$ cat config.mk
export PLATFORM = sky130hd
export DESIGN_NAME = external_interrupt_pins
export DESIGN_NICKNAME = d
export VERILOG_FILES = /design/src/logic/edge_catch.v /design/src/logic/external_interrupt_pins.v
export VERILOG_INCLUDE_DIRS = /design/src /design/src/logic
export SDC_FILE = /design/constraint.sdc
export NUM_CORES = 1
export LEC_CHECK = 0
export ABC_AREA = 1
export BUFFER_PORTS_ARGS = -buffer_cell sky130_fd_sc_hd__buf_2
export CAP_MARGIN = 20
export CORE_MARGIN = 3
export CORE_UTILIZATION = 50
export DETAILED_ROUTE_END_ITERATION = 12
export GPL_ROUTABILITY_DRIVEN = 0
export PLACE_DENSITY = 0.85
export RECOVER_POWER = 25
export SLEW_MARGIN = 40
export SYNTH_ARGS = -nofsm -noshare
export SYNTH_HDL_FRONTEND = slang
export SYNTH_SLANG_ARGS = --single-unit
$ cat constraint.sdc
create_clock -name aclk -period 2.3 [get_ports aclk]
set_input_delay 0.23 -clock aclk [delete_from_list [all_inputs] [get_ports aclk]]
set_output_delay 0.23 -clock aclk [all_outputs]
set_load 0.02 [all_outputs]
$ cat src/logic/ext_irq_defs.vh
`ifndef EXT_IRQ_DEFS_VH
`define EXT_IRQ_DEFS_VH
// Register byte offsets
`define OFF_CTRL 12'h000
`define OFF_MASK 12'h004
`define OFF_FLAG 12'h008
`define OFF_STAT 12'h00c
`define OFF_IMASK 12'h010
// Control register fields
`define CTRL_MODE_BIT 0
`define CTRL_GDIS_BIT 1
// Flag, mask and status bit positions
`define SRC_A 0
`define SRC_B 1
`define SRC_C 2
`define SRC_NMI 3
// Reset values
`define CTRL_RST 2'h2
`define MASK_RST 3'h0
// Vector codes of the request output
`define VEC_NONE 3'h0
`define VEC_NMI 3'h1
`define VEC_A 3'h2
`define VEC_B 3'h3
`define VEC_C 3'h4
`define VEC_HOLD 3'h5
// AXI responses
`define RESP_OKAY 2'h0
`define RESP_SLVERR 2'h2
`endif

$ cat src/logic/edge_catch.v
`include "ext_irq_defs.vh"
// Falling edge detector for an active-low interrupt pin
module edge_catch (
   // Clock and reset
   input wire aclk,
   input wire aresetn,
   // Pin level and detected edge
   input wire pin_n,
   output wire fall
);
   reg prev_r;
   // Previous level, idle high after reset
   always @(posedge aclk) begin
      if (!aresetn)
         prev_r <= 1'b1;
      else
         prev_r <= pin_n;
   end
   assign fall = prev_r & ~pin_n;
endmodule

$ cat src/logic/external_interrupt_pins.v
// Overview of operation
// Shared hold/first interrupt pin always enters through the interrupt logic.
// Role bit 0: shared pin raises a bus-release request for software to service.
// Reset clears the role bit, starting the shared pin in bus-release mode.
// Second and third interrupts fixed priority, individually masked, globally disabled.
// Pending second and third interrupts latch in the flag register, cleared singly.
// Nonmaskable input ignores mask and global disable, forcing its own vector.
// Role bit 1: shared pin behaves as an ordinary maskable interrupt.
//
// Implementation choices: the address map and register access over AXI4-Lite.
`include "ext_irq_defs.vh"
module external_interrupt_pins (
   // Clock and reset
   input wire aclk,
   input wire aresetn,
   // AXI4-Lite write address
   input wire [11:0] s_axi_awaddr,
   input wire s_axi_awvalid,
   output wire s_axi_awready,
   // AXI4-Lite write data
   input wire [31:0] s_axi_wdata,
   input wire [3:0] s_axi_wstrb,
   input wire s_axi_wvalid,
   output wire s_axi_wready,
   // AXI4-Lite write response
   output reg [1:0] s_axi_bresp,
   output reg s_axi_bvalid,
   input wire s_axi_bready,
   // AXI4-Lite read address
   input wire [11:0] s_axi_araddr,
   input wire s_axi_arvalid,
   output wire s_axi_arready,
   // AXI4-Lite read data
   output reg [31:0] s_axi_rdata,
   output reg [1:0] s_axi_rresp,
   output reg s_axi_rvalid,
   input wire s_axi_rready,
   // External pins, active low
   input wire hold_irq_a_n,
   input wire ext_irq_b_n,
   input wire ext_irq_c_n,
   input wire nmi_n,
   // CPU side
   input wire cpu_ack,
   output reg cpu_req,
   output reg [2:0] cpu_vec,
   output reg hold_req,
   output wire irq
);
   reg [1:0] irq_control_reg_r;
   reg [2:0] irq_mask_reg_r;
   reg [2:0] irq_flag_reg_r;
   reg nmi_pend_r;
   reg [3:0] stat_r;
   reg [3:0] imask_r;
   reg [11:0] awaddr_r;
   reg aw_have_r;
   reg [31:0] wdata_r;
   reg [3:0] wstrb_r;
   reg w_have_r;
   reg [2:0] flag_nxt;
   reg nmi_nxt;
   reg [3:0] stat_nxt;
   reg [2:0] vec_nxt;
   reg [31:0] rd_nxt;
   reg rd_ok;
   wire fall_a;
   wire fall_b;
   wire fall_c;
   wire fall_nmi;
   wire mode_irq;
   wire gdis;
   wire do_write;
   wire wr_ctrl;
   wire wr_mask;
   wire wr_flag;
   wire wr_stat;
   wire wr_imask;
   wire wr_ok;
   wire [3:0] events;
   wire [2:0] enabled;
   wire take;

   // One edge detector per pin
   edge_catch u_a (.aclk(aclk), .aresetn(aresetn), .pin_n(hold_irq_a_n), .fall(fall_a));
   edge_catch u_b (.aclk(aclk), .aresetn(aresetn), .pin_n(ext_irq_b_n), .fall(fall_b));
   edge_catch u_c (.aclk(aclk), .aresetn(aresetn), .pin_n(ext_irq_c_n), .fall(fall_c));
   edge_catch u_n (.aclk(aclk), .aresetn(aresetn), .pin_n(nmi_n), .fall(fall_nmi));

   assign mode_irq = irq_control_reg_r[`CTRL_MODE_BIT];
   assign gdis = irq_control_reg_r[`CTRL_GDIS_BIT];

   // Write channel: address and data accepted in either order
   assign s_axi_awready = ~aw_have_r & ~s_axi_bvalid;
   assign s_axi_wready = ~w_have_r & ~s_axi_bvalid;
   assign do_write = aw_have_r & w_have_r & ~s_axi_bvalid;
   assign wr_ctrl = do_write && (awaddr_r == `OFF_CTRL) && wstrb_r[0];
   assign wr_mask = do_write && (awaddr_r == `OFF_MASK) && wstrb_r[0];
   assign wr_flag = do_write && (awaddr_r == `OFF_FLAG) && wstrb_r[0];
   assign wr_stat = do_write && (awaddr_r == `OFF_STAT) && wstrb_r[0];
   assign wr_imask = do_write && (awaddr_r == `OFF_IMASK) && wstrb_r[0];
   assign wr_ok = (awaddr_r == `OFF_CTRL) || (awaddr_r == `OFF_MASK) ||
      (awaddr_r == `OFF_FLAG) || (awaddr_r == `OFF_STAT) || (awaddr_r == `OFF_IMASK);

   // Bus write handshake and response
   always @(posedge aclk) begin
      if (!aresetn) begin
         aw_have_r <= 1'b0;
         w_have_r <= 1'b0;
         awaddr_r <= 12'h000;
         wdata_r <= 32'h00000000;
         wstrb_r <= 4'h0;
         s_axi_bvalid <= 1'b0;
         s_axi_bresp <= `RESP_OKAY;
      end else begin
         if (s_axi_awvalid && s_axi_awready) begin
            aw_have_r <= 1'b1;
            awaddr_r <= {s_axi_awaddr[11:2], 2'b00};
         end
         if (s_axi_wvalid && s_axi_wready) begin
            w_have_r <= 1'b1;
            wdata_r <= s_axi_wdata;
            wstrb_r <= s_axi_wstrb;
         end
         if (do_write) begin
            aw_have_r <= 1'b0;
            w_have_r <= 1'b0;
            s_axi_bvalid <= 1'b1;
            s_axi_bresp <= wr_ok ? `RESP_OKAY : `RESP_SLVERR;
         end else if (s_axi_bvalid && s_axi_bready) begin
            s_axi_bvalid <= 1'b0;
         end
      end
   end

   // Control and mask registers
   always @(posedge aclk) begin
      if (!aresetn) begin
         irq_control_reg_r <= `CTRL_RST;
         irq_mask_reg_r <= `MASK_RST;
         imask_r <= 4'h0;
      end else begin
         if (wr_ctrl)
            irq_control_reg_r <= wdata_r[1:0];
         if (wr_mask)
            irq_mask_reg_r <= wdata_r[2:0];
         if (wr_imask)
            imask_r <= wdata_r[3:0];
      end
   end

   // All four pin events feed the sticky status, in either role of the shared pin
   assign events = {fall_nmi, fall_c, fall_b, fall_a};

   // Pending flags: set wins over clear by software or acknowledge
   always @* begin
      flag_nxt = irq_flag_reg_r;
      nmi_nxt = nmi_pend_r;
      if (wr_flag)
         flag_nxt = flag_nxt & ~wdata_r[2:0];
      if (take) begin
         case (cpu_vec)
            `VEC_NMI: nmi_nxt = 1'b0;
            `VEC_A, `VEC_HOLD: flag_nxt[`SRC_A] = 1'b0;
            `VEC_B: flag_nxt[`SRC_B] = 1'b0;
            `VEC_C: flag_nxt[`SRC_C] = 1'b0;
            default: flag_nxt = flag_nxt;
         endcase
      end
      if (fall_a)
         flag_nxt[`SRC_A] = 1'b1;
      if (fall_b)
         flag_nxt[`SRC_B] = 1'b1;
      if (fall_c)
         flag_nxt[`SRC_C] = 1'b1;
      if (fall_nmi)
         nmi_nxt = 1'b1;
      stat_nxt = stat_r;
      if (wr_stat)
         stat_nxt = stat_nxt & ~wdata_r[3:0];
      stat_nxt = stat_nxt | events;
   end

   assign take = cpu_req & cpu_ack;
   assign enabled = irq_flag_reg_r & irq_mask_reg_r & {3{~gdis}};

   // Fixed priority: nonmaskable, shared pin, second, third
   always @* begin
      vec_nxt = `VEC_NONE;
      if (nmi_pend_r)
         vec_nxt = `VEC_NMI;
      else if (enabled[`SRC_A])
         vec_nxt = mode_irq ? `VEC_A : `VEC_HOLD;
      else if (enabled[`SRC_B])
         vec_nxt = `VEC_B;
      else if (enabled[`SRC_C])
         vec_nxt = `VEC_C;
   end

   // Flag state and CPU request outputs
   always @(posedge aclk) begin
      if (!aresetn) begin
         irq_flag_reg_r <= 3'h0;
         nmi_pend_r <= 1'b0;
         stat_r <= 4'h0;
         cpu_req <= 1'b0;
         cpu_vec <= `VEC_NONE;
         hold_req <= 1'b0;
      end else begin
         irq_flag_reg_r <= flag_nxt;
         nmi_pend_r <= nmi_nxt;
         stat_r <= stat_nxt;
         if (take) begin
            cpu_req <= 1'b0;
            cpu_vec <= `VEC_NONE;
         end else if (!cpu_req && (vec_nxt != `VEC_NONE)) begin
            cpu_req <= 1'b1;
            cpu_vec <= vec_nxt;
         end
         // Bus-release request level while role bit is clear
         hold_req <= ~mode_irq & irq_flag_reg_r[`SRC_A];
      end
   end

   assign irq = |(stat_r & imask_r);

   // Read decode
   always @* begin
      rd_nxt = 32'h00000000;
      rd_ok = 1'b1;
      if ({s_axi_araddr[11:2], 2'h0} == `OFF_CTRL)
         rd_nxt[1:0] = irq_control_reg_r;
      else if ({s_axi_araddr[11:2], 2'h0} == `OFF_MASK)
         rd_nxt[2:0] = irq_mask_reg_r;
      else if ({s_axi_araddr[11:2], 2'h0} == `OFF_FLAG)
         rd_nxt[3:0] = {nmi_pend_r, irq_flag_reg_r};
      else if ({s_axi_araddr[11:2], 2'h0} == `OFF_STAT)
         rd_nxt[3:0] = stat_r;
      else if ({s_axi_araddr[11:2], 2'h0} == `OFF_IMASK)
         rd_nxt[3:0] = imask_r;
      else
         rd_ok = 1'b0;
   end

   assign s_axi_arready = ~s_axi_rvalid;

   // Read response register
   always @(posedge aclk) begin
      if (!aresetn) begin
         s_axi_rvalid <= 1'b0;
         s_axi_rdata <= 32'h00000000;
         s_axi_rresp <= `RESP_OKAY;
      end else if (s_axi_arvalid && s_axi_arready) begin
         s_axi_rvalid <= 1'b1;
         s_axi_rdata <= rd_nxt;
         s_axi_rresp <= rd_ok ? `RESP_OKAY : `RESP_SLVERR;
      end else if (s_axi_rvalid && s_axi_rready) begin
         s_axi_rvalid <= 1'b0;
      end
   end
endmodule

# Word-level counts from Yosys, hierarchy flattened
# Cells that the tools add are included.
# word_totals
rom_bits	0
ramBits	0
elab_cells	133
latchBits	0
reg_bits	53
output_inout_bits	47
input_bits	72
n_memories	0
# op_classes
addsub	0
eq_ne	13
n_lt_le_gt_ge	0
n_shift	0
mul	0
muxes	35
bitwise	29
reduce_logical	33
div_mod_pow	0
# op_table
cell	count
$eq 10x2->1 const B	4
$mux 3	8
$eq 10x1->1 const B	2
$eq 10x3->1 const B	2
$mux 1	19
$logic_and 1x1->1	16
$mux 4	4
$logic_not 12->1	1
$not 1->1	11
$and 1x1->1	10
$logic_not 10->1	1
$and 3x3->3	3
$and 4x4->4	2
$mux 2	4
$reduce_bool 2->1	4
$eq 3x2->1 const B	2
$eq 3x3->1 const B	2
$reduce_or 2->1	3
$logic_or 1x1->1	4
$not 4->4	1
$or 4x4->4	1
$reduce_or 4->1	1
$eq 3x1->1 const B	1
$not 3->3	1
3 further kinds	3

# Depth between registers and ports, before layout
# Gate-level depths: netlist (run 1).
# depth
depth_word	8
mapped_depth	10
ltp_nobuf	10

# Cells and area by module
# From an unflattened synthesis (run 1), not the netlist that was laid out.
# unflattened
cells_unflattened	355
area_unflattened_um2	2543.7
# modules_own_cells
mod	cells_each	n_inst	area_each_um2
external_interrupt_pins	335	1	2403.6
edge_catch	5	4	35.0

# Worst setup path after synthesis (run 1)
# No wires, ideal clock.
# synth_timing
kind	reg2reg
startpoint	reg s_axi_bvalid
endpoint	reg awaddr_r[10]
arrival_time_ps	1353
path_stages_with_launch	6
path_buffers	1
setup_time_ps	116
setup_slack_ps	831
required_time_ps	2184
cell_sequence	dfxtp_1 > nor2_1 > nand2_1 > buf_2 > o21ai_0 > nor2_1
# synth_between
elab_chain_cells	3
# synth_rtl
item	line	source
from (decl)	external_interrupt_pins.v:27	output reg s_axi_bvalid,
from (signal assigned)	external_interrupt_pins.v:113	s_axi_bvalid <= 1'b0;
from (signal assigned)	external_interrupt_pins.v:128	s_axi_bvalid <= 1'b1;
from (signal assigned)	external_interrupt_pins.v:131	s_axi_bvalid <= 1'b0;
$not 1->1	external_interrupt_pins.v:94	assign s_axi_awready = ~aw_have_r & ~s_axi_bvalid;
$and 1x1->1	external_interrupt_pins.v:94	
net s_axi_awready	external_interrupt_pins.v:19	output wire s_axi_awready,
$logic_and 1x1->1	external_interrupt_pins.v:116	if (s_axi_awvalid && s_axi_awready) begin
to (signal assigned)	external_interrupt_pins.v:118	awaddr_r <= {s_axi_awaddr[11:2], 2'b00};
to (decl)	external_interrupt_pins.v:56	reg [11:0] awaddr_r;
# The timed path passes the listed nets, and every way through them passes these cells.
# A chain may end at the register's enable or synchronous reset.

# Worst setup path after layout (run 1)
# layout_timing
startpoint	in aresetn
endpoint	reg cpu_vec[1]
# layout_between
elab_chain_cells	2
# layout_rtl
item	line	source
from (decl)	external_interrupt_pins.v:15	input wire aresetn,
$not 1->1 (no source line)	n/a	
$reduce_or 2->1 (no source line)	n/a	
to (signal assigned)	external_interrupt_pins.v:207	cpu_vec <= `VEC_NONE;
to (signal assigned)	external_interrupt_pins.v:215	cpu_vec <= `VEC_NONE;
to (signal assigned)	external_interrupt_pins.v:218	cpu_vec <= vec_nxt;
to (decl)	external_interrupt_pins.v:46	output reg [2:0] cpu_vec,
# No other way between the ends.

==> qor.txt, run 1 <==
status: complete, no violations
filler instances: 442
top post-synthesis cells by area: sky130_fd_sc_hd__dfxtp_1 (40%), sky130_fd_sc_hd__buf_4 (8.8%), sky130_fd_sc_hd__a21oi_1 (7.8%), sky130_fd_sc_hd__nand2_1 (6.7%), sky130_fd_sc_hd__nand3_1 (5.9%)
area fraction in and, or, nand and nor cells after synthesis: 26.2%
detailed-route vias per instance: 4.99
Seq/Total Area, Yosys: 39.9%
netlist area before placement: 2560 sq um
commonest cells after routing, fill and taps aside: sky130_fd_sc_hd__dfxtp_1 (51), sky130_fd_sc_hd__nand2_1 (46), sky130_fd_sc_hd__buf_2 (44)
iteration-0 DRC count of the detailed router: 171
average footprint of a synthesized cell: 7.40 sq um
switch share: 29.5%
Final #Nets: 471
I/O Pins: 119
Hold WC Path Type: in -> reg
CTS Root Cell: sky130_fd_sc_hd__clkbuf_8
max-cap viol count: 0
total clock sinks: 51
Worst Setup End Kind: flop
die width: 77.6 um
overall via count from detail_route: 2326
starting density of the core: 52.8%
time the worst path needs with I/O delays and setup: 1.58 ns
cell accounting for the most synthesized area: sky130_fd_sc_hd__dfxtp_1
reported leakage power: 1.30 nW
RSZ-0062 raised after global routing: false
die area: 6020 sq um
largest family of logic cells by synthesized area: simple AND/OR/NAND/NOR gates
slew at the pin with the worst max-slew slack: 1.09 ns
final setup margin: 0.716 ns
latest clock arrival within the worst-skew pair: 0.30 ns
Period Utilization, post-route: 68.9%
R2R Setup Slk: 0.91 ns
# resized after CTS: 0
register clock-pin slew on the reported worst setup and hold paths: 0.08 ns
Warnings, synthesis: 0
Post-Place Cells: 459
compound-cell area share of the yosys netlist: 17.2%
maximum number of buffers from clock root to sink: 2
largest clock skew in the final design: 0.00445 ns
xor and xnor fraction of the mapped netlist area: 0%
wire length of the first global-routing pass: 8.74 mm
worst path required time: 2.54 ns
Final setup violation count: 0
total of flip-flops plus latches after synthesis: 51
share of power burned in registers: 54.4%
post-synthesis mux area share: 0%
most common cell after layout, fill and taps aside: sky130_fd_sc_hd__dfxtp_1
switching power summed over all nets: 0.000528 W
routed wirelength normalized by instance count: 11.4 um
internal power: 0.00126 W
largest vdd supply drop: 0.000393 V
number of buffers added on ports: 53
Total Negative Setup Slacks: 0 ns
setup fix buffers added after clock tree synthesis: 0
Pins Over Slew Limit: 0
core region area: 4850 sq um
WS Path Type: in -> reg
CP max FO: 29
# hold bufs at CTS: 0
antenna violations before repair: 0
number of distinct library cells after synthesis: 32
worst relative slew slack: 27.5%
number of standard-cell rows in the floorplan: 25
total power divided by cell area: 628 nW/um^2
detailed-placement wirelength estimate: 4.12 mm
combinational power share: 17.0%
clock tree from TritonCTS: done
DRT Pass-1 Iters: 4
antenna viol nets, final: 0
Crit path arrival time: 1.82 ns
count of placed standard cells in the final layout, fillers left out: 466
fraction of layout cells with a size suffix above 1: 20.6%
Post-Route WL: 5.33 mm
maximum achievable frequency: 0.631 GHz
TritonCTS buffer count: 5
pin count of the biggest net entering global routing: 30
endpoints failing hold: 0
via count of the first global-routing pass: 2077
vertical extent of the die: 77.6 um
adder and majority cell fraction of the synthesized area: 0%
area overhead of the layout relative to synthesis: 11.1%
gr ovfl total: 0
maximum level of the CTS H-tree: 2
diodes inserted: 0
total routing resource utilization after global routing: 17.9%
clock power share: 28.5%
fraction of synthesized cell area taken by the top area cell type: 39.9%
startpoint type of the worst setup path: input pin
Post-Synthesis Cells: 346
Setup WS pre-CTS: 0.799 ns
final routed DRC violation total: 0
logic make-up (layout without fill, tap and decap cells):
kind of cell           after synthesis  after routing
flip-flops                          51             51
AND/OR/NAND/NOR                    134            134
buffers and inverters               81            105
AO/OA/AOI/OAI                       79             79
other                                1             30
Yosys cell counts:
cell	n
sky130_fd_sc_hd__inv_1	39
sky130_fd_sc_hd__nor3_2	1
sky130_fd_sc_hd__inv_4	1
sky130_fd_sc_hd__buf_2	4
sky130_fd_sc_hd__nand2_1	46
sky130_fd_sc_hd__o21ai_0	28
sky130_fd_sc_hd__nor2_2	9
sky130_fd_sc_hd__nand4_2	1
sky130_fd_sc_hd__inv_2	3
sky130_fd_sc_hd__nor2_8	2
sky130_fd_sc_hd__nand2_4	1
sky130_fd_sc_hd__conb_1	1
sky130_fd_sc_hd__nor4_1	1
sky130_fd_sc_hd__nor2_4	1
sky130_fd_sc_hd__nand2_2	4
sky130_fd_sc_hd__nor3_4	1
sky130_fd_sc_hd__buf_4	30
sky130_fd_sc_hd__o211ai_1	4
sky130_fd_sc_hd__nor2_1	29
sky130_fd_sc_hd__nand4_1	3
sky130_fd_sc_hd__nor3_1	3
sky130_fd_sc_hd__clkbuf_1	3
sky130_fd_sc_hd__nand3_1	30
sky130_fd_sc_hd__a21oi_2	2
sky130_fd_sc_hd__dfxtp_1	51
sky130_fd_sc_hd__o31ai_1	1
sky130_fd_sc_hd__a21oi_1	40
sky130_fd_sc_hd__clkinv_1	1
sky130_fd_sc_hd__nand3b_1	1
sky130_fd_sc_hd__a211oi_2	3
sky130_fd_sc_hd__o21a_1	1
sky130_fd_sc_hd__nand3_2	1
metal layers:
layer / track usage, % / vias up / share of wire [%] / routed length, um
met3: 4.18 / 13 / 8.1 / 433
met4: 8.54 / 0 / 2.2 / 116
li1: - / 1170 / - / -
met5: 0 / - / 0 / 0
met1: 21.0 / 1054 / 41 / 2200
met2: 30.5 / 89 / 48 / 2580
state kept, by name, indices dropped and copies added, names as in the netlist, 2 cells and up:
signal             count
irq_mask_reg_r         3
irq_flag_reg_r         3
awaddr_r              10
imask_r                4
irq_control_reg_r      2
cpu_vec                3
s_axi_rdata            4
wdata_r                4
stat_r                 4
area by class of cell:
type                    count  area [sq um]  area share, %
inverters                  44           168           5.89
flip-flops and latches     51          1020           35.9
repair buffers             54           262           9.19
well taps                  67          83.8           2.95
clock buffers               6          82.6           2.90
multi-input cells         243          1220           43.0
clock inverters             1          5.00          0.176
per-stage QoR:
stage	hold slack (ns)	power, W	cell area [sq um]	util (%)
finish	0.109	0.00179	2850	58.7
global route	0.130	0.00188	2850	58.7
CTS	0.111	0.00180	2860	58.9
detailed placement	0.423	0.00130	2770	57.1
global placement	0.417	0.00129	2770	57.1
floorplan	0.327	0.00125	2670	-
power by group through the flow:
stage | Sequential (W) | Clock, W | Combinational [W]
2_1_floorplan | 0.000995 | 0 | 0.000254
3_3_place_gp | 0.000991 | 0 | 0.000295
3_5_place_dp | 0.000994 | 0 | 0.000305
4_1_cts | 0.000973 | 0.000519 | 0.000307
5_1_grt | 0.000980 | 0.000551 | 0.000344
6_report | 0.000974 | 0.000511 | 0.000304
path summary, 6_finish.rpt:
path,from,to,depth (start not counted)
setup / recovery,aresetn,cpu_vec[1],6
hold / removal,ext_irq_b_n,u_b.prev_r,3
setup reg to reg,awaddr_r[6],imask_r[3],6
hold reg to reg,awaddr_r[7],awaddr_r[7],2
critical path, stage by stage:
cell and delay (ns):
sky130_fd_sc_hd__clkbuf_1 0.78, sky130_fd_sc_hd__clkinv_1 0.16, sky130_fd_sc_hd__buf_4 0.26, sky130_fd_sc_hd__nor2_1 0.12, sky130_fd_sc_hd__inv_1 0.08, sky130_fd_sc_hd__nor3_2 0.16
(Power assumes the default switching activity.)
==> run 2, diff against run 1 <==
- CORE_UTILIZATION: 50 -> 47
- PLACE_DENSITY: 0.85 -> 0.8
- clock period: 2.3 -> 1.6 ns (I/O delays scaled with it)
==> run 2 against run 1 <==
Routed wire length rose by 2.1%. Global-route usage decreased by 0.13 points. Non-clock buffer count rose by 2. Power up 43%. First-iteration DRC count shrank 26%.
==> qor.txt, run 2 (synthesis gave the netlist of run 1 again) <==
status: complete, no violations
Period Utilization, post-route: 89.7%
latest clock arrival within the worst-skew pair: 0.31 ns
overall via count from detail_route: 2292
detailed-route vias per instance: 4.86
cell area after placement: 2790 sq um
largest vdd supply drop: 0.000465 V
register clock-pin slew on the reported worst setup and hold paths: 0.08 ns
switching power summed over all nets: 0.000782 W
combinational power share: 17.1%
antenna viol nets, final: 0
iteration-0 DRC count of the detailed router: 126
time the worst path needs with I/O delays and setup: 1.44 ns
number of standard-cell rows in the floorplan: 26
Total Negative Setup Slacks: 0 ns
detailed-placement wirelength estimate: 4.25 mm
total clock sinks: 51
starting density of the core: 49.2%
filler instances: 520
share of power burned in registers: 54.7%
Final setup violation count: 0
total routing resource utilization after global routing: 17.7%
switch share: 30.5%
slew at the pin with the worst max-slew slack: 1.07 ns
number of buffers added on ports: 53
final core utilization: 54.9%
I/O Pins: 119
most common cell after layout, fill and taps aside: sky130_fd_sc_hd__dfxtp_1
WS Path Type: reg -> reg
largest register by flop count: awaddr_r
area overhead of the layout relative to synthesis: 11.6%
worst relative slew slack: 28.3%
routed wirelength normalized by instance count: 11.5 um
maximum level of the CTS H-tree: 2
Final #Nets: 473
# hold bufs at CTS: 0
reported leakage power: 1.29 nW
Hold WC Path Type: in -> reg
worst path required time: 1.79 ns
antenna violations before repair: 0
endpoints failing hold: 0
Setup WS pre-CTS: 0.204 ns
Crit path arrival time: 1.63 ns
startpoint type of the worst setup path: flop
RSZ-0062 raised after global routing: false
pin count of the biggest net entering global routing: 29
fraction of layout cells with a size suffix above 1: 20.4%
Worst Setup End Kind: flop
commonest cells after routing, fill and taps aside: sky130_fd_sc_hd__dfxtp_1 (51), sky130_fd_sc_hd__nand2_1 (46), sky130_fd_sc_hd__buf_2 (43)
CTS Root Cell: sky130_fd_sc_hd__clkbuf_8
Pins Over Slew Limit: 0
core region area: 5200 sq um
CP max FO: 4
DRT Pass-1 Iters: 4
internal power: 0.00178 W
Non-Filler Cell Area, Final: 2860 sq um
diodes inserted: 0
final routed DRC violation total: 0
overall power: 0.00256 W
clock tree from TritonCTS: done
maximum number of buffers from clock root to sink: 2
clock power share: 28.2%
largest clock skew in the final design: 0.00619 ns
total power divided by cell area: 897 nW/um^2
final setup margin: 0.165 ns
via count of the first global-routing pass: 2118
die width: 79.8 um
max-cap viol count: 0
gr ovfl total: 0
maximum achievable frequency: 0.697 GHz
wire length of the first global-routing pass: 8.95 mm
Post-Route WL: 5.45 mm
vertical extent of the die: 79.8 um
die area: 6370 sq um
number of flip-flops in the largest register: 10
TritonCTS buffer count: 5
setup fix buffers added after clock tree synthesis: 0
# resized after CTS: 0
-- run 2: cell types whose count changed in the layout (fill, tap and decap cells not counted), sizes merged --
cell,previous run,this run
clkbuf,15,17
clkinvlp,0,1
-- run 2: cell type report --
cell class | count | area, sq um | share of cell area [%]
flip-flops and latches | 51 | 1020 | 35.7
inverters | 44 | 168 | 5.87
well taps | 70 | 87.6 | 3.06
clock buffers | 6 | 72.6 | 2.54
clock inverters | 2 | 12.5 | 0.438
multi-input cells | 243 | 1220 | 42.9
repair buffers | 56 | 272 | 9.50
-- run 2: worst paths after layout --
kind | startpoint | to | slack, ns | cells past startpoint
setup / recovery | awaddr_r[2] | stat_r[3] | 0.16 | 5
hold / removal | ext_irq_c_n | u_c.prev_r | 0.04 | 3
setup reg to reg | awaddr_r[2] | stat_r[3] | 0.16 | 5
hold reg to reg | awaddr_r[8] | awaddr_r[8] | 0.46 | 2
-- run 2: metal layers --
metal / global-route usage [%] / routed length (um) / vias up
met5: 0 / 0 / -
met4: 7.94 / 120 / 0
met3: 3.61 / 359 / 11
met2: 31.0 / 2620 / 77
met1: 20.8 / 2340 / 1024
li1: - / - / 1180
-- run 2: critical path, stage by stage (launching register included) --
cell and delay [ns]:
sky130_fd_sc_hd__dfxtp_1 0.38, sky130_fd_sc_hd__inv_1 0.10, sky130_fd_sc_hd__nor4_1 0.31, sky130_fd_sc_hd__nand3_1 0.19, sky130_fd_sc_hd__o21ai_0 0.26, sky130_fd_sc_hd__a21oi_1 0.09
-- run 2: power groups by stage --
| stage | clock network, W | registers (W) | logic [W] |
|---|---|---|---|
| finish | 0.000723 | 0.00140 | 0.000438 |
| floorplan | 0 | 0.00143 | 0.000366 |
| global route | 0.000793 | 0.00141 | 0.000493 |
| detailed placement | 0 | 0.00143 | 0.000440 |
| global placement | 0 | 0.00142 | 0.000429 |
| CTS | 0.000740 | 0.00140 | 0.000442 |
-- run 2: stage by stage --
step / hold WS, ns / instances
2_1_floorplan: 0.257 / 375
3_3_place_gp: 0.350 / 464
3_5_place_dp: 0.358 / 464
4_1_cts: 0.0353 / 472
5_1_grt: 0.0448 / 472
6_report: 0.0388 / 472
